`src/bulk_list_pkg.sv`:
```
// Purpose: Shared constants and types for the bulk list pointer registers
// Assumes: Byte offsets from the controller's operational base address
// Notes: Pointers are 16-byte aligned; the low nibble is always zero
package bulk_list_pkg;

   // Register window
   localparam int ADDR_W = 8;
   localparam int DATA_W = 32;
   localparam logic [ADDR_W-1:0] BULK_HEAD_OFS = 8'h28;
   localparam logic [ADDR_W-1:0] BULK_CURRENT_OFS = 8'h2C;

   // Field layout of both pointer registers
   localparam int PTR_LSB = 4;
   localparam int PTR_W = 28;
   localparam logic [PTR_LSB-1:0] PTR_RSVD_VALUE = 4'h0;
   localparam logic [DATA_W-1:0] PTR_RESET = 32'h00000000;
   localparam logic [DATA_W-1:0] READ_UNMAPPED = 32'h00000000;

   // Pointer value that marks the end of the list
   localparam logic [DATA_W-1:0] LIST_END_PTR = 32'h00000000;

   typedef enum logic [2:0]
   {
      st_idle = 3'b001,
      st_fetch = 3'b010,
      st_end = 3'b100
   } walk_state_e;

   function automatic logic reg_hit
   (
      input logic [ADDR_W-1:0] addr,
      input logic [ADDR_W-1:0] ofs
   );
      return addr == ofs;
   endfunction : reg_hit

endpackage : bulk_list_pkg

```
`src/bulk_ptr_reg.sv`:
```
// Purpose: One 16-byte aligned pointer register with software and
//          hardware write ports
// Assumes: Hardware and software loads are never wanted in one cycle;
//          if they meet, the hardware load wins
// Notes: Low nibble is held at zero whatever is written
`timescale 1ns/100ps
`default_nettype none

module bulk_ptr_reg
   import bulk_list_pkg::*;
#(
   parameter int WIDTH = PTR_W
)
(
   input wire logic clk,
   input wire logic rst_n,
   input wire logic sw_we,
   input wire logic [DATA_W-1:0] sw_data,
   input wire logic hw_we,
   input wire logic [DATA_W-1:0] hw_data,
   output logic [DATA_W-1:0] value
);

   logic [WIDTH-1:0] field;
   logic [WIDTH-1:0] next_field;

   // Only the address bits are kept; the low bits are not stored
   assign next_field = hw_we ? hw_data[DATA_W-1:PTR_LSB]
                             : sw_data[DATA_W-1:PTR_LSB];

   always_ff @(posedge clk or negedge rst_n)
   begin
      if (!rst_n)
      begin
         field <= PTR_RESET[DATA_W-1:PTR_LSB];
      end
      else if (hw_we || sw_we)
      begin
         field <= next_field;
      end
   end

   assign value = {field, PTR_RSVD_VALUE};

endmodule : bulk_ptr_reg

`default_nettype wire

```
`src/bulk_list_pointer_regs.sv`:
```
// Purpose: Bulk list head and current endpoint pointers, with the
//          round-robin walk that advances and reloads the current one
// Assumes: The descriptor engine fetches and serves one endpoint
//          descriptor per request and returns its next-link field
// Notes: Register reads answer one cycle after the read strobe
//
// Notes on behaviour
// - Head pointer register lives at offset 28h
// - Pointer in bits 31:4, low nibble zero, resets zero
// - Each bulk traversal starts from the head pointer
// - Head loaded from shared area during initialisation
// - Current pointer register lives at offset 2Ch
// - Endpoints served round-robin in list order
// - Current advances to next descriptor after service
// - New frame resumes where previous frame stopped
// - At list end, filled flag reloads and clears
// - Current pointer starts at zero, meaning end
`timescale 1ns/100ps
`default_nettype none

module bulk_list_pointer_regs
(
   input wire logic clk,
   input wire logic rst_n,

   // Register access from the driver, decoded from the base address
   input wire logic [bulk_list_pkg::ADDR_W-1:0] reg_addr,
   input wire logic reg_wr,
   input wire logic reg_rd,
   input wire logic [bulk_list_pkg::DATA_W-1:0] reg_wdata,
   output logic [bulk_list_pkg::DATA_W-1:0] reg_rdata,
   output logic reg_rvalid,

   // Controller initialisation
   input wire logic init_load,
   input wire logic [bulk_list_pkg::DATA_W-1:0] shared_communication_area_head_addr,

   // Control and command status bits kept elsewhere
   input wire logic bulk_list_enable,
   input wire logic list_filled_flag,
   output logic list_filled_clear,

   // Frame scheduler
   input wire logic frame_start,
   input wire logic bulk_slot,

   // Descriptor engine
   output logic desc_fetch_valid,
   output logic [bulk_list_pkg::DATA_W-1:0] desc_fetch_addr,
   input wire logic desc_done,
   input wire logic [bulk_list_pkg::DATA_W-1:0] next_desc_addr,

   // Walk status
   output logic list_busy,
   output logic list_end_seen
);

   import bulk_list_pkg::*;

   walk_state_e state;
   walk_state_e next_state;

   logic [DATA_W-1:0] head_value;
   logic [DATA_W-1:0] cur_value;
   logic [DATA_W-1:0] next_rdata;
   logic [DATA_W-1:0] cur_hw_data;

   wire head_hit;
   wire cur_hit;
   wire head_sw_we;
   wire cur_sw_we;
   wire cur_hw_we;
   wire cur_is_end;
   wire next_is_end;
   wire in_idle;
   wire in_fetch;
   wire in_end;
   wire start_walk;
   wire advance;
   wire reload;
   wire fetch_abort;

   // Register decode

   assign head_hit = reg_hit(reg_addr, BULK_HEAD_OFS);
   assign cur_hit = reg_hit(reg_addr, BULK_CURRENT_OFS);

   assign head_sw_we = reg_wr & head_hit;

   // A write to the current pointer while bulk_list_enable is set is dropped,
   // so the list engine never sees a pointer change under its feet
   assign cur_sw_we = reg_wr & cur_hit & ~bulk_list_enable;

   // Walk state decode

   assign in_idle = (state == st_idle);
   assign in_fetch = (state == st_fetch);
   assign in_end = (state == st_end);

   assign cur_is_end = (cur_value == LIST_END_PTR);
   assign next_is_end = (next_desc_addr[DATA_W-1:PTR_LSB] ==
                         LIST_END_PTR[DATA_W-1:PTR_LSB]);

   // A bulk slot starts one descriptor service from the saved pointer
   assign start_walk = in_idle & bulk_list_enable & bulk_slot;

   // Follow the next link of the served descriptor
   assign advance = in_fetch & desc_done;

   // List end with the filled flag set rewinds to the head
   assign reload = in_end & list_filled_flag;

   // Frame boundary or disable drops the request, pointer untouched
   assign fetch_abort = in_fetch & ~desc_done &
                        (frame_start | ~bulk_list_enable);

   assign cur_hw_we = advance | reload;

   always_comb
   begin
      cur_hw_data = head_value;
      if (advance)
      begin
         cur_hw_data = next_desc_addr;
      end
   end

   // Pointer registers

   bulk_ptr_reg #(
      .WIDTH(PTR_W)
   ) head_reg (
      .clk(clk),
      .rst_n(rst_n),
      .sw_we(head_sw_we),
      .sw_data(reg_wdata),
      .hw_we(init_load),
      .hw_data(shared_communication_area_head_addr),
      .value(head_value)
   );

   bulk_ptr_reg #(
      .WIDTH(PTR_W)
   ) current_reg (
      .clk(clk),
      .rst_n(rst_n),
      .sw_we(cur_sw_we),
      .sw_data(reg_wdata),
      .hw_we(cur_hw_we),
      .hw_data(cur_hw_data),
      .value(cur_value)
   );

   // Walk state machine

   always_comb
   begin
      next_state = state;
      unique case (state)
         st_idle:
         begin
            if (start_walk)
            begin
               // Nothing is fetched from a zero pointer
               if (cur_is_end)
               begin
                  next_state = st_end;
               end
               else
               begin
                  next_state = st_fetch;
               end
            end
         end
         st_fetch:
         begin
            if (advance)
            begin
               if (next_is_end)
               begin
                  next_state = st_end;
               end
               else
               begin
                  next_state = st_idle;
               end
            end
            else if (fetch_abort)
            begin
               next_state = st_idle;
            end
         end
         st_end:
         begin
            next_state = st_idle;
         end
         default:
         begin
            next_state = st_idle;
         end
      endcase
   end

   always_ff @(posedge clk or negedge rst_n)
   begin
      if (!rst_n)
      begin
         state <= st_idle;
      end
      else
      begin
         state <= next_state;
      end
   end

   // Walk outputs

   // Request stands until the engine reports the descriptor done, or a frame start or disable aborts it
   assign desc_fetch_valid = in_fetch & ~cur_is_end;
   assign desc_fetch_addr = cur_value;

   // Clear strobe to the command status flag, one cycle
   assign list_filled_clear = reload;

   assign list_busy = ~in_idle;
   assign list_end_seen = in_end;

   // Register read path

   always_comb
   begin
      next_rdata = READ_UNMAPPED;
      if (head_hit)
      begin
         next_rdata = head_value;
      end
      else if (cur_hit)
      begin
         // Instantaneous value, also while the walk is running
         next_rdata = cur_value;
      end
   end

   always_ff @(posedge clk or negedge rst_n)
   begin
      if (!rst_n)
      begin
         reg_rdata <= PTR_RESET;
         reg_rvalid <= 1'b0;
      end
      else
      begin
         reg_rvalid <= reg_rd;
         if (reg_rd)
         begin
            reg_rdata <= next_rdata;
         end
      end
   end

endmodule : bulk_list_pointer_regs

`default_nettype wire

```
`config.mk`:
```
export PLATFORM = sky130hd
export DESIGN_NAME = bulk_list_pointer_regs
export DESIGN_NICKNAME = d
export VERILOG_FILES = /design/src/bulk_list_pkg.sv /design/src/bulk_ptr_reg.sv /design/src/bulk_list_pointer_regs.sv
export SDC_FILE = /design/constraint.sdc
export NUM_CORES = 1
export LEC_CHECK = 0
export ABC_AREA = 1
export CAP_MARGIN = 10
export CORE_ASPECT_RATIO = 0.9
export CORE_MARGIN = 4
export CORE_UTILIZATION = 30
export CTS_CLUSTER_SIZE = 20
export DETAILED_ROUTE_END_ITERATION = 10
export DONT_BUFFER_PORTS = 1
export PLACE_DENSITY_LB_ADDON = 0.12
export SLEW_MARGIN = 20
export SYNTH_ARGS = -nofsm -noshare
export SYNTH_HDL_FRONTEND = slang
export SYNTH_SLANG_ARGS = --single-unit
```
`constraint.sdc`:
```
create_clock -name clk -period 1.8 [get_ports clk]
set_input_delay 0.36 -clock clk [delete_from_list [all_inputs] [get_ports clk]]
set_output_delay 0.36 -clock clk [all_outputs]
set_load 0.01 [all_outputs]
```
# [After elaboration in Yosys (flattened, before gate mapping)]
# Cells that the tools add are included.
[word_totals] inputBits=114 regBits=92
[classes] n_mux=11 reduce_logical=5 n_eq_ne=7 n_bitwise=16
[op_table] cell="$mux W32" count=3
[op_table] cell="$mux W28" count=2
[op_table] cell="$logic_not A32 Y1" count=1
[op_table] cell="$logic_not A28 Y1" count=1
[op_table] cell="$eq A8 B6 Y1 const B" count=2
[op_table] cell="$mux W3" count=5
[op_table] cell="$and A1 B1 Y1" count=10
[op_table] cell="$pmux W3 S2" count=1
[op_table] cell="$not A1 Y1" count=4
[op_table] cell="$eq A3 B1 Y1 const B" count=1
[op_table] cell="$eq A3 B2 Y1 const B" count=1
[op_table] cell="$eq A3 B3 Y1 const B" count=1
[op_table] cell="$ne A3 B1 Y1 const B" count=1
[op_table] cell="$logic_or A1 B1 Y1" count=2
[op_table] cell="$ne A2 B1 Y1 const B" count=1
[op_table] cell="$or A1 B1 Y1" count=2
[op_table] cell="$reduce_and A2 Y1" count=1

# [Longest topological paths before layout]
# Gate-level depths: netlist of the first run.
[logic_depth] word_depth=6 mapped_depth=12

# [Modules after synthesis]
# Synthesis of the first run repeated with hierarchy kept, for this count alone.
[hier_totals] hier_cells=762 area_unflattened_um2=5615.4
[modules_own_cells] module="bulk_list_pointer_regs" area_per_inst_um2=2907.8 instances=1 seq_area_each_um2=902.1 cells_each=448
[modules_own_cells] module="bulk_ptr_reg" area_per_inst_um2=1353.8 instances=2 seq_area_each_um2=700.7 cells_each=157

# [Worst setup path before layout of the first run]
# Ideal clock, no wire load.
[synth_timing] path_kind="reg-to-reg" startpoint="register state[0]" endpoint="register current_reg.field[19]" period_less_slack_ns=1.436 stages_incl_launch_ff=11 path_slack_ns=0.364 arrival_ns=1.371 cell_sequence="dfstp_2 -> inv_2 -> nand3_4 -> inv_2 -> nand2_4 -> nand2_4 -> inv_2 -> buf_6 -> buf_2 -> nand3_1 -> nand2_1"
[synth_via] elab_chain_cells=4
[synth_lines] item="start, declared" line_no="bulk_list_pointer_regs.sv:60" source="walk_state_e state;"
[synth_lines] item="start signal, assigned" line_no="bulk_list_pointer_regs.sv:208" source="state <= st_idle;"
[synth_lines] item="start signal, assigned" line_no="bulk_list_pointer_regs.sv:212" source="state <= next_state;"
[synth_lines] item="$eq A3 B2 Y1 or $eq A3 B3 Y1 (tied branches)" line_no="bulk_list_pointer_regs.sv:97, bulk_list_pointer_regs.sv:98"
[synth_lines] item="$and A1 B1 Y1, on equally long branches" line_no="bulk_list_pointer_regs.sv:108, bulk_list_pointer_regs.sv:111"
[synth_lines] item="$mux W32 or $or A1 B1 Y1 (tied branches)" line_no="bulk_list_pointer_regs.sv:122, bulk_list_pointer_regs.sv:117"
[synth_lines] item="$mux W28 or $logic_or A1 B1 Y1 (tied branches)" line_no="bulk_ptr_reg.sv:28, bulk_ptr_reg.sv:37"
[synth_lines] item="end signal, assigned" line_no="bulk_ptr_reg.sv:35" source="field <= PTR_RESET[DATA_W-1:PTR_LSB];"
[synth_lines] item="end signal, assigned" line_no="bulk_ptr_reg.sv:39" source="field <= next_field;"
[synth_lines] item="end, declared" line_no="bulk_ptr_reg.sv:24" source="logic [WIDTH-1:0] field;"
# Parallel ways exist; a longest one is shown, timed or not.
# A chain may end at the register's enable or synchronous reset.

# [Worst setup path after layout of the first run]
[layout_timing] startpoint="register current_reg.field[22]" endpoint="output port desc_fetch_valid"
[layout_via] elab_chain_cells=3
[layout_lines] item="$logic_not A32 Y1" line_no="bulk_list_pointer_regs.sv:100" source="assign cur_is_end = (cur_value == LIST_END_PTR);"
[layout_lines] item="$not A1 Y1" line_no="bulk_list_pointer_regs.sv:219" source="assign desc_fetch_valid = in_fetch & ~cur_is_end;"
[layout_lines] item="$and A1 B1 Y1" line_no="bulk_list_pointer_regs.sv:219"
[layout_lines] item="end, declared" line_no="bulk_list_pointer_regs.sv:48" source="output logic desc_fetch_valid,"
# No other way between the ends.

==> summary.md, run 1 <==
| Metric | Value |
|---|---|
| R2R Path End | current_reg.field[23]$_DFFE_PN0P_ |
| Area delta synth->final | 13.3% |
| Largest net degree at the start of global routing | 89 |
| Hpwl dp | 13.8 mm |
| Core outline area | 17,200 um^2 |
| Placement-stage worst setup slack | 132 ps |
| Setup violations, final | 0 |
| Vias in the first global route | 4,732 |
| Starting DRT DRC Count | 418 |
| Origin of the worst setup path | current_reg.field[22]$_DFFE_PN0P_ |
| Mean Syn Cell Area | 6.62 um^2 |
| Synthesized netlist cell count | 805 |
| Setup Skew | 4.05 ps |
| Outcome | finished with violations |
| Fin crit share | 98.7% |
| Initial cell density of the core | 31.0% |
| Yosys warning count | 0 |
| Sequential fraction of the synthesis area | 41.4% |
| Slowest stage cell, crit path | dfrtp_2 |
| Dpl cell area | 5620 um^2 |
| Clk sinks | 88 |
| Routed length per instance | 17.4 um |
| CP required | 1440 ps |
| Most frequent cells in the layout | nand2_1 (403), nand3_1 (120), dfrtp_1 (73), inv_1 (36), nor2_1 (34) |
| Mapped Area | 5330 um^2 |
| Layout Nets | 908 |
| TritonRoute pass-1 iters | 5 |
| CTS max path bufs | 2 |
| Hold_ws | -293 ps |
| Bufs and invs on worst path | 1 |
| Die area | 20,000 um^2 |
| Static Leak | 3.25 nW |
| Vias per std cell | 4.84 |
| Residual DRC | 0 |
| Max-cap violations | 0 |
| Grt total ovfl | 0 |
| WL met3 | 1.63 mm |
| Total Power | 6.41 mW |
| Commonest non-fill, non-tap cell in the layout | nand2_1 |
| Pwr/cell area | 1060 nW/um^2 |
| Clock Root Buffer | clkbuf_16 |
| Fmax | 563 MHz |
| I/O Buffers | 0 |
| Largest fanout on the critical path | 4 |
| Latest clock arrival within the worst-skew pair | 340 ps |
| Met1 wire length | 8.82 mm |
| Worst vdd ir | 0.000540 V |
| Distinct cells, synth | 30 |
| Uppermost layer routed | met4 |
| First-pass GRT wire length | 27.8 mm |
| Metal2 WL | 7.17 mm |
| Critical Path End Type | output port |
| Total vias in the final route | 5,008 |
| FP Rows | 45 |
| Initial antenna violation count | 0 |
| Final worst slack | 23.5 ps |
| Slew Viols, Final | 0 |
| WS Path Type | reg2out |
| Worst Path Arrival | 1420 ps |
| Final hold viol count | 88 |
| Diodes inserted | 0 |
| Layout cells sized above 1 | 10.5% |
| ANT nets after route | 0 |
| Fillers | 1,897 |
| Cell family with most CP delay | flip-flops |
| Post-route minimum period | 1780 ps |
| Die extent in x | 148 um |
| GRT Total Usage | 18.0% |
| GP Congestion | 0.880 |
| Clock-pin slew on the worst setup and hold paths | 70 ps |
| Die height | 134 um |
| Number of cells on the worst reg-to-reg path | 11 |
| Setup slack, reg-to-reg | 90 ps |
| IO Count | 183 |
| Cell area after layout | 6040 um^2 |
| Crit-path cells | nor2_2 > nand3_2 > nor2_4 > buf_6 > a31oi_4 |
| Register bit total from synthesis | 88 |
| Total wire length | 18.0 mm |
| Biggest cell delay along the critical path | 450 ps |
| CTS tree | yes |
| Reg-to-reg startpoint | state[0]$_DFFE_PN1P_ |
| Number of H-tree levels | 3 |
| CTS Buf Count | 9 |
| Min-Delay Path Class | in2async |
| Crit start category | register |
| RSZ-0062 raised after global routing | yes |
| Failing checks | negative hold slack |
[area by class of cell]
type                            instances  area [um^2]  share of cell area, %
Clock buffer                            9          225                   3.73
Clock inverter                          7         95.1                   1.58
Inverter                               41          154                   2.55
Multi-Input combinational cell        626         2760                   45.7
Sequential cell                        88         2220                   36.8
Tap cell                              235          294                   4.87
Timing Repair Buffer                   28          289                   4.79
[metrics by stage]
step	hold slack (ps)	TNS, ps	util, %	std cells
final	-293	0	35.1	1034
after global routing	-309	-36.6	35.1	1034
after CTS	-309	-27.2	34.9	1032
after detailed placement	68.4	0	32.7	1016
after global placement	68.4	0	32.7	1016
after floorplan	64.4	0	-	812
[synthesized netlist by cell type]
cell type / instances / area, um^2
buf_6: 3 / 33.8
inv_2: 4 / 15.0
o21ai_0: 13 / 65.1
nand4_1: 2 / 12.5
buf_4: 11 / 82.6
nor4_2: 1 / 12.5
nand3b_1: 2 / 15.0
nor2_1: 41 / 154
inv_1: 37 / 139
buf_1: 4 / 15.0
nor3_1: 3 / 15.0
conb_1: 1 / 3.75
or2_0: 1 / 6.26
a31oi_1: 2 / 12.5
dfstp_2: 1 / 26.3
nand3_1: 121 / 606
o211ai_1: 17 / 128
buf_2: 27 / 135
nand2_4: 2 / 22.5
dfrtp_1: 87 / 2180
nand2_2: 2 / 12.5
clkbuf_1: 12 / 45.0
nand3_4: 1 / 17.5
nor2_4: 1 / 11.3
a21oi_1: 1 / 5.00
o21bai_1: 1 / 7.51
nor4_4: 1 / 21.3
or2_2: 1 / 6.26
nand2_1: 404 / 1520
a21boi_0: 1 / 7.51
[layer usage]
metal / up-vias / track usage (%)
met1: 2289 / 28.3
met3: 18 / 4.29
met5: - / 0
met4: 0 / 6.93
met2: 196 / 23.0
li1: 2505 / -
[power by group]
part / switching (mW) / internal [mW] / leakage, nW / total, mW
logic: 0.804 / 0.556 / 1.96 / 1.36
clock network: 0.831 / 1.22 / 0.156 / 2.05
registers: 0.640 / 2.36 / 1.14 / 3.00
[cell families after synthesis]
family / synth area share [%]
and+or+nand+nor: 45.6
AOI/OAI and AO/OA: 4.23
DFF: 41.4
other: 0.0704
buffers and inverters: 8.74
[worst register-to-register path, stage by stage, from the launching register on]
cell     delay, ps
dfstp_2        550
inv_2           60
nand3_4        130
inv_2           70
nand2_4         90
nand2_4         60
inv_2           80
buf_12         170
nand2_2        100
buf_12         160
nand2_1         90
nand2_1         50
[what timing repair did]
item / 4_1_cts / 5_1_grt
setup endpoints to repair: 2 / 1
hold endpoints to repair: 88 / 88
pin swaps: 2 / 5
buffers inserted: 0 / 2
gates resized for setup: 15 / 15
cloned: 0 / 0
[worst max-delay path by stage]
| stage | to | slack (ps) | cells after the start |
|---|---|---|---|
| 2_1_floorplan | current_reg.field[19]$_DFFE_PN0P_ | 360 | 10 |
| 3_3_place_gp | current_reg.field[22]$_DFFE_PN0P_ | 180 | 11 |
| 3_5_place_dp | current_reg.field[23]$_DFFE_PN0P_ | 130 | 11 |
| 4_1_cts | desc_fetch_valid | -30 | 5 |
| 5_1_grt | desc_fetch_valid | -40 | 5 |
| 6_report | desc_fetch_valid | 20 | 5 |
[registers in the layout, summed over array words and instances (netlist names)]
name and cells:
current_reg.field 28, head_reg.field 28, reg_rdata 28, state 3, reg_rvalid 1
No activity file was read; power rests on OpenSTA's default activity.
==> run 2: changes to the inputs <==
- CORE_UTILIZATION: 30 -> 60
==> run 2 against run 1 <==
Effect of this change: the run ends with negative hold slack, negative setup slack left; global-route usage increased by 11 points; hold slack got worse by 31 ps; first-iteration DRC count decreased by 14%; non-clock buffer count decreased by 6; utilization increased by 30 points; sequential power about the same; power decreased by 16%; sequential cell count unchanged; routed wire length decreased by 16%; largest power group unchanged.
==> summary.md, run 2 (same netlist as run 1, synthesis figures left out) <==
| Metric | Value |
|---|---|
| TritonRoute pass-1 iters | 5 |
| Diodes inserted | 0 |
| Area delta synth->final | 6.01% |
| CTS max path bufs | 2 |
| CP required | 1440 ps |
| Top Registers | current_reg.field (28), head_reg.field (28), reg_rdata (28) |
| Layout Nets | 902 |
| First-pass GRT wire length | 23.9 mm |
| Largest net degree at the start of global routing | 89 |
| Post-route minimum period | 1820 ps |
| Starting DRT DRC Count | 359 |
| ANT nets after route | 0 |
| Register share of total power | 55.0% |
| Worst Path Arrival | 1460 ps |
| Largest fanout on the critical path | 4 |
| Fin crit share | 101% |
| Vias per std cell | 5.58 |
| GRT Total Usage | 29.0% |
| I/O Buffers | 0 |
| Fillers | 778 |
| Critical Path End Type | output port |
| Hold_ws | -324 ps |
| Fmax | 551 MHz |
| Slew Viols, Final | 0 |
| Failing checks | negative hold slack, negative setup slack |
| Initial cell density of the core | 61.9% |
| Initial antenna violation count | 0 |
| Clock-pin slew on the worst setup and hold paths | 100 ps |
| RSZ-0062 raised after global routing | yes |
| CTS tree | yes |
| Setup Skew | 10.4 ps |
| Cell area after layout | 5650 um^2 |
| Dpl cell area | 5400 um^2 |
| Hpwl dp | 11.4 mm |
| FP Rows | 32 |
| Fin cells | 912 |
| Static Leak | 3.15 nW |
| Post-CTS setup buffer count | 0 |
| Origin of the worst setup path | current_reg.field[17]$_DFFE_PN0P_ |
| Max-cap violations | 0 |
| WS Path Type | reg2out |
| Cell Int Power | 3.31 mW |
| Total Power | 5.40 mW |
| Vias in the first global route | 4,574 |
| GP Congestion | 0.946 |
| Crit start category | register |
| Final worst slack | -15.3 ps |
| Latest clock arrival within the worst-skew pair | 360 ps |
| Setup violations, final | 1 |
| Total vias in the final route | 5,086 |
| Total wire length | 15.1 mm |
| Register Area | 2210 um^2 |
| Grt total ovfl | 0 |
| Number of H-tree levels | 3 |
| Switching power of the nets | 2.09 mW |
| Final hold viol count | 88 |
| CTS Buf Count | 9 |
| IO Count | 183 |
| Clk sinks | 88 |
| Pwr/cell area | 956 nW/um^2 |
| Gate power share | 21.6% |
| Layout cells sized above 1 | 7.69% |
| Worst vdd ir | 0.000460 V |
| Outcome | finished with violations |
| Core outline area | 8610 um^2 |
| Clock Root Buffer | clkbuf_8 |
| Commonest non-fill, non-tap cell in the layout | nand2_1 |
| Routed length per instance | 16.6 um |
| Die height | 97.4 um |
| Most frequent cells in the layout | nand2_1 (404), nand3_1 (121), dfrtp_1 (82), nor2_1 (38), inv_1 (37) |
| Die extent in x | 107 um |
| Cell total after placement | 895 |
| Area occupied by multi-input gates | 2740 um^2 |
| Residual DRC | 0 |
| Switching share of power | 38.8% |
| Min-Delay Path Class | in2async |
| Reg-to-reg startpoint | state[2]$_DFFE_PN0P_ |
| Clk network pwr share | 23.4% |
| Die area | 10,500 um^2 |
==> run 2: cell count changes in the layout (fill, tap and decap cells not counted), sizes merged <==
cell,delta
bufinv,-2
dlygate4sd3,+1
buf,-7
clkinv,-1
clkbuf,+1
inv,+2
==> run 2: timing repair <==
item | 4_1_cts | 5_1_grt
hold endpoints to repair | 88 | 89
pin swaps | 2 | 0
resized for setup | 14 | 5
endpoints found under the setup margin | 30 | 27
==> run 2: per-stage QoR <==
stage          worst slack [ps]  hold slack (ps)  setup TNS (ps)  util, %
6_report                  -15.3             -324           -15.3     65.6
5_1_grt                   -63.2             -347           -63.2     65.6
4_1_cts                   -21.0             -336           -21.0     65.3
3_5_place_dp              -42.1             66.5            -444     62.7
3_3_place_gp               5.68             66.4               0     62.7
2_1_floorplan               364             64.4               0        -
==> run 2: critical path: stages, from the launching register on <==
cell and delay [ps]:
dfrtp_2 460, nor2_1 120, nand3_1 110, nor2_2 170
buf_6 150, a31oi_4 90
==> run 2: per-layer routing <==
| metal | global-route usage (%) | vias up | wire [um] |
|---|---|---|---|
| li1 | - | 2478 | - |
| met1 | 45.4 | 2313 | 6930 |
| met2 | 38.4 | 272 | 6120 |
| met3 | 9.50 | 23 | 1820 |
| met4 | 6.78 | 0 | 244 |
| met5 | 0 | - | 0 |
==> run 2: power by group through the flow <==
stage	Combinational (mW)	Sequential [mW]	Clock, mW
floorplan	0.763	2.79	0
global placement	0.957	2.98	0
detailed placement	0.993	2.99	0
CTS	1.11	2.96	1.29
global route	1.30	3.01	1.37
finish	1.16	2.97	1.26
==> run 2: cell type report <==
cell class / instances / share of cell area (%)
clock buffer: 10 / 2.26
clock inverter: 6 / 0.908
inverter: 41 / 2.77
multi-input combinational: 626 / 48.5
sequential: 88 / 39.1
tap: 119 / 2.64
timing repair buffer: 22 / 3.77
==> run 2: path summary, 6_finish.rpt <==
check	to	cells after the start	slack, ps
max	desc_fetch_valid	5	-20
min	reg_rdata[14]$_DFFE_PN0P_	0	-320
max reg2reg	state[2]$_DFFE_PN0P_	7	110
min reg2reg	reg_rdata[25]$_DFFE_PN0P_	2	550
max in group asynchronous	state[0]$_DFFE_PN1P_	0	1910
min in group clk	reg_rdata[13]$_DFFE_PN0P_	2	110
